### src/core/watchdog_pkg.sv
`default_nettype none
package watchdog_pkg;
  // register map (plain port, byte addresses)
  localparam logic [1:0] CONTROL_ADDR    = 2'h0;
  localparam logic [1:0] STATUS_ADDR     = 2'h1;
  // control register fields
  localparam int         SW_EN_BIT       = 0;
  localparam int         SINK_BIT        = 1;
  localparam int         ULP_EN_BIT      = 2;
  localparam int         RETENTION_BIT   = 4;
  localparam int         LEVEL_BIT       = 5;
  localparam int         REG_SLEEP_BIT   = 7;
  localparam logic [7:0] CONTROL_RESET   = 8'h00;
  localparam logic [7:0] CONTROL_WMASK   = 8'h97;
  // status register fields
  localparam int         TIMEOUT_BIT     = 0;
  localparam int         RUNNING_BIT     = 1;
  // hardware enable modes
  localparam logic [1:0] HW_EN_ALWAYS    = 2'h3;
  localparam logic [1:0] HW_EN_SOFTWARE  = 2'h2;
  localparam logic [1:0] HW_EN_RUN_ONLY  = 2'h1;
  localparam logic [1:0] HW_EN_DISABLED  = 2'h0;
  // timing
  localparam int         CLK_HZ          = 50_000_000;
  localparam int         BASE_PERIOD_US  = 4000;
  localparam int         BASE_CYCLES     = CLK_HZ / 1_000_000 * BASE_PERIOD_US;
  localparam int         POST_WIDTH      = 16;
  localparam int         SEL_WIDTH       = 5;
  localparam logic [4:0] SEL_MAX         = 5'h13;
endpackage
`default_nettype wire

### src/core/watchdog_timer.sv
`default_nettype none
module watchdog_timer #(
  parameter int BASE_CYCLES = watchdog_pkg::BASE_CYCLES
) (
  input  wire logic       clk_i,
  input  wire logic       reset_i,
  // register port
  input  wire logic [1:0] addr_i,
  input  wire logic [7:0] wdata_i,
  input  wire logic       write_i,
  input  wire logic       read_i,
  output logic      [7:0] rdata_o,
  // configuration and system inputs
  input  wire logic [1:0] hw_watchdog_enable_cfg_i,
  input  wire logic [4:0] watchdog_postscale_select_i,
  input  wire logic       retention_regulator_cfg_i,
  input  wire logic       regulator_enable_pin_i,
  input  wire logic       clear_watchdog_instr_i,
  input  wire logic       sleep_instr_i,
  input  wire logic       sleep_active_i,
  input  wire logic [2:0] internal_osc_freq_select_i,
  input  wire logic       clock_fail_i,
  input  wire logic       ulp_wake_comparator_i,
  // outputs
  output logic            low_freq_internal_osc_en_o,
  output logic            watchdog_reset_o,
  output logic            watchdog_wake_o,
  output logic            regulator_standby_o,
  output logic            regulator_ultra_low_o,
  output logic            ulp_wake_enable_o,
  output logic            ulp_current_sink_o
);
  logic [7:0]  control_reg;
  logic [7:0]  control_next;
  logic [2:0]  freq_sel_reg;
  logic        freq_seen_reg;
  logic [19:0] post_reg;
  logic [19:0] post_next;
  logic        timeout_reg;
  logic        timeout_next;
  logic        reset_pulse_reg;
  logic        wake_pulse_reg;
  logic        level_reg;
  logic [7:0]  rdata_reg;
  logic        tick;

  function automatic logic [19:0] tap_mask(input logic [4:0] sel);
    logic [4:0] s;
    s = (sel > watchdog_pkg::SEL_MAX) ? 5'h0 : sel;
    tap_mask = 20'(({1'b0, 20'hfffff} >> (5'd20 - s)));
  endfunction

  // mode decode
  wire sw_mode = (hw_watchdog_enable_cfg_i == watchdog_pkg::HW_EN_SOFTWARE);
  wire enabled;
  // software bit only in sw mode
  assign enabled =
      (hw_watchdog_enable_cfg_i == watchdog_pkg::HW_EN_ALWAYS) ||
      ((hw_watchdog_enable_cfg_i == watchdog_pkg::HW_EN_RUN_ONLY) && !sleep_active_i) ||
      (sw_mode && control_reg[watchdog_pkg::SW_EN_BIT]);

  assign low_freq_internal_osc_en_o = enabled;

  wire freq_changed = freq_seen_reg && (internal_osc_freq_select_i != freq_sel_reg);
  wire clear_all    = clear_watchdog_instr_i || sleep_instr_i || freq_changed || clock_fail_i;

  watchdog_base_tick #(
    .CYCLES (BASE_CYCLES)
  ) u_base (
    .clk_i   (clk_i),
    .reset_i (reset_i),
    .run_i   (enabled),
    .clear_i (clear_all),
    .tick_o  (tick)
  );

  // 20 taps from 4 ms span to 2,097 s
  wire [19:0] mask    = tap_mask(watchdog_postscale_select_i);
  wire        expired = tick && ((post_reg & mask) == mask);

  assign post_next = (clear_all || !enabled || expired) ? 20'h0 :
                     tick ? post_reg + 20'h1 : post_reg;

  // time-out status, set wins over clear
  wire status_clear = write_i && (addr_i == watchdog_pkg::STATUS_ADDR) &&
                      wdata_i[watchdog_pkg::TIMEOUT_BIT];
  assign timeout_next = expired ? 1'b1 : (status_clear ? 1'b0 : timeout_reg);

  // register writes
  wire control_write = write_i && (addr_i == watchdog_pkg::CONTROL_ADDR);
  assign control_next = control_write ? (wdata_i & watchdog_pkg::CONTROL_WMASK) : control_reg;

  wire ulp_on = control_reg[watchdog_pkg::ULP_EN_BIT];

  // read mux
  wire [7:0] control_view;
  assign control_view = control_reg | {2'h0, level_reg && ulp_on, 5'h0};
  wire [7:0] status_view = {6'h0, enabled, timeout_reg};
  wire [7:0] read_value  = (addr_i == watchdog_pkg::CONTROL_ADDR) ? control_view :
                           (addr_i == watchdog_pkg::STATUS_ADDR)  ? status_view  : 8'h00;

  always_ff @(posedge clk_i) begin
    if (reset_i) begin
      control_reg     <= watchdog_pkg::CONTROL_RESET;
      freq_sel_reg    <= 3'h0;
      freq_seen_reg   <= 1'b0;
      post_reg        <= 20'h0;
      timeout_reg     <= 1'b0;
      reset_pulse_reg <= 1'b0;
      wake_pulse_reg  <= 1'b0;
      level_reg       <= 1'b0;
      rdata_reg       <= 8'h00;
    end else begin
      control_reg     <= control_next;
      freq_sel_reg    <= internal_osc_freq_select_i;
      freq_seen_reg   <= 1'b1;
      post_reg        <= post_next;
      timeout_reg     <= timeout_next;
      // reset if running, wake if asleep
      reset_pulse_reg <= expired && !sleep_active_i;
      wake_pulse_reg  <= expired && sleep_active_i;
      level_reg       <= ulp_on && ulp_wake_comparator_i;
      rdata_reg       <= read_i ? read_value : 8'h00;
    end
  end

  assign rdata_o          = rdata_reg;
  assign watchdog_reset_o = reset_pulse_reg;
  assign watchdog_wake_o  = wake_pulse_reg;

  assign regulator_standby_o = sleep_active_i && control_reg[watchdog_pkg::REG_SLEEP_BIT];
  assign regulator_ultra_low_o = sleep_active_i && regulator_enable_pin_i &&
                                 !retention_regulator_cfg_i &&
                                 control_reg[watchdog_pkg::RETENTION_BIT];
  assign ulp_wake_enable_o  = ulp_on;
  assign ulp_current_sink_o = ulp_on && control_reg[watchdog_pkg::SINK_BIT];
endmodule
`default_nettype wire

### src/core/watchdog_base_tick.sv
`default_nettype none
// base tick of the low-frequency oscillator domain, one-cycle enable pulse
module watchdog_base_tick #(
  parameter int CYCLES = watchdog_pkg::BASE_CYCLES
) (
  input  wire logic clk_i,
  input  wire logic reset_i,
  input  wire logic run_i,
  input  wire logic clear_i,
  output logic      tick_o
);
  logic [22:0] count_reg;
  logic [22:0] count_next;
  wire         at_end = (count_reg == 23'(CYCLES - 1));

  assign count_next = (clear_i || !run_i || at_end) ? 23'h0 : count_reg + 23'h1;
  assign tick_o     = run_i && !clear_i && at_end;

  always_ff @(posedge clk_i) begin
    if (reset_i) begin
      count_reg <= 23'h0;
    end else begin
      count_reg <= count_next;
    end
  end
endmodule
`default_nettype wire

### config.mk
export PLATFORM = sky130hd
export DESIGN_NAME = watchdog_timer
export DESIGN_NICKNAME = d
export VERILOG_FILES = /design/src/core/watchdog_pkg.sv /design/src/core/watchdog_timer.sv /design/src/core/watchdog_base_tick.sv
export SDC_FILE = /design/constraint.sdc
export NUM_CORES = 1
export LEC_CHECK = 0
export BUFFER_PORTS_ARGS = -buffer_cell sky130_fd_sc_hd__buf_2
export CORE_MARGIN = 1.5
export CORE_UTILIZATION = 60
export CTS_CLUSTER_SIZE = 20
export DETAILED_ROUTE_END_ITERATION = 8
export GPL_TIMING_DRIVEN = 0
export PLACE_DENSITY = 0.93
export SKIP_CTS_REPAIR_TIMING = 1
export SLEW_MARGIN = 10
export SYNTH_ARGS = -nofsm -noshare
export SYNTH_HDL_FRONTEND = slang
export SYNTH_SLANG_ARGS = --single-unit
### constraint.sdc
create_clock -name clk_i -period 5.85 [get_ports clk_i]
set_input_delay 1.17 -clock clk_i [delete_from_list [all_inputs] [get_ports clk_i]]
set_output_delay 1.17 -clock clk_i [all_outputs]
set_load 0.02 [all_outputs]
==> metrics <==
Peak Freq between 200 and 300 MHz; clk_skew 0.008654 ns; synth top area cells dfxtp_1, xnor2_1, nor2_1; number of global-route vias before repair about 2.9k; Area Overhead vs Synth 15.40%; Final nets between 400 and 500; Cell Rows 26; First DRT Iteration DRCs 214; Post-DRT Antenna Nets 0; Netlist Area Pre-Place around 3200 sq um; Clock Path Buffers 2; pwr dens between 200 and 250 nW/um^2; Synth area leader dfxtp_1; WL per Instance between 15 and 20 um; Root Buffer Master clkbuf_8; antenna violations before repair 0; Setup Viol. Count Final 0; Worst Tran Pin Value between 0.9 and 1 ns; WHS Path Cells 1; MaxCap Viol Count 0; RSZ-0062 raised after global routing no; multi-input logic area between 1500 and 2000 sq um; Syn Area/Cell around 8.5 sq um; first-pass GRT wire length between 10000 and 15000 um; Worst Reg-to-Reg Cells 7; Die W 76.24 um; Post-Route WL about 8000 um; RD Place Congestion 0.8844; status complete, no violations; Reg area 1241 sq um; share of cells above drive strength 1 a little under a fifth; Cells after Synth 377; synthesized flop and latch total between 60 and 70; crit-path max FO 10; Max IR drop VDD approximately 0.23 mV; Period minus WS final 3.958 ns; CTS Buf Count 9; Crit. End Element register; number of remaining DRC errors 0; vias per inst 6.004; static leakage 0.001287 uW; Unique masters post-synth slightly below 60; Top Ports 46; CTS H-Tree Depth 3; non-filler cells, final between 500 and 600; share of the synthesized area in the top cell type about 39%; detailed placement HPWL roughly 5600 um; Hold WC Path Type register to register; total power 888.9 uW; most common cell in the netlist dfxtp_1; gr ovfl total 0; Critical Path AT ~4.2 ns; total track usage between 20% and 30%; ys flop type dfxtp_1; largest net degree at the start of global routing 12; fillcell total about 390; synth warn 0; Worst Path Required 6.08 ns; core box area approximately 5100 sq um; Final Hold Viols 0; EDFF count, synth 0; sequential cell area fraction in the yosys report between 30 and 40%; critical path class input port to register; Initial DRT Pass Iterations 5; Async S/R FF share, synth 0%; IO Port Bufs 39; post-placement cell count roughly 500; synth cell count leaders dfxtp_1, nor2_1, nor3_1; TritonCTS clock tree built; Relative slew margins about 40%; ANT cells 0; worst skew pair latency 0.35 ns; Initial Util a little over three fifths; # clock sinks a little over 60; clock-pin slew of the registers on the worst-case setup and hold paths 0.07 ns; Die Ht 76.24 um; Setup TNS 0 ns; Startpoint Class input port; via count between 3k and 4k; Largest register FFs 23; DIE AREA about 5800 sq um; number of max-slew violations in the final report 0; period utilisation layout about 68%
==> layout by cell type, fill, tap and decap left out, drive strengths merged, types with 9 or more instances in the layout <==
cell	instances
mux2i	9
dfxtp	62
inv	10
xor2	15
buf	52
xnor2	29
nor2	48
nor3	37
nand2	25
clkbuf	17
nand4	12
nand3	16
and3	9
==> final timing paths <==
| check | start | endpoint | slack [ns] |
|---|---|---|---|
| max | watchdog_postscale_select_i[2] | post_reg[17] | 1.89 |
| min reg2reg | level_reg | rdata_o[5] | 0.46 |
| max reg2reg | u_base.count_reg[18] | post_reg[17] | 3.39 |
| min | level_reg | rdata_o[5] | 0.46 |
==> cell families after synthesis <==
family                   count (synthesis)  synth area share, %
buffers and inverters                   27                4.277
flip-flops                              62                38.57
AO/OA/AOI/OAI                           35                7.660
AND/OR/NAND/NOR                        196                33.44
XOR/XNOR                                44                11.98
other                                    1               0.1165
multiplexers                             9                2.799
adder cells (fa/ha/maj)                  3                1.167
==> worst max-delay path, stage by stage <==
cell and delay (ns):
buf_2 0.12, buf_2 0.16, o21ai_1 0.42, nand2_1 0.11, ha_1 0.28, clkbuf_1 0.24, or3b_1 0.41, a211oi_1 0.28
o22ai_1 0.14, a211oi_1 0.28, and4_2 0.33, buf_6 0.17, nor3_2 0.07
==> metal layers <==
metal  vias up  global-route usage (%)  share of wire, %
met1      1404                   30.55                38
met5         -                       0                 0
li1       1427                       -                 -
met3        45                   7.186               6.7
met2       144                   49.38                50
met4         0                   18.33               4.7
==> where the power goes <==
part	switching, uW	internal [uW]
clock network	172	222
registers	2.01	425
logic	40.6	27.8
==> cell type report <==
cell class | instances | area share [%]
Multi-Input combinational cell | 289 | 49.63
Sequential cell | 62 | 33.42
Timing Repair Buffer | 39 | 5.256
Clock buffer | 12 | 4.178
Buffer | 18 | 2.797
Tap cell | 70 | 2.358
Clock inverter | 4 | 1.449
Inverter | 9 | 0.9097
==> stage by stage <==
stage | worst slack (ns) | utilization, % | hold slack [ns] | cell area (sq um)
finish | 1.892 | 72.25 | 0.4638 | 3714
global route | 1.645 | 72.25 | 0.4792 | 3714
CTS | 1.928 | 72.25 | 0.4616 | 3714
detailed placement | 1.574 | 68.18 | 0.4460 | 3505
global placement | 1.591 | 68.18 | 0.4441 | 3505
floorplan | 2.169 | - | 0.4367 | 3222
(Power assumes the default switching activity.)
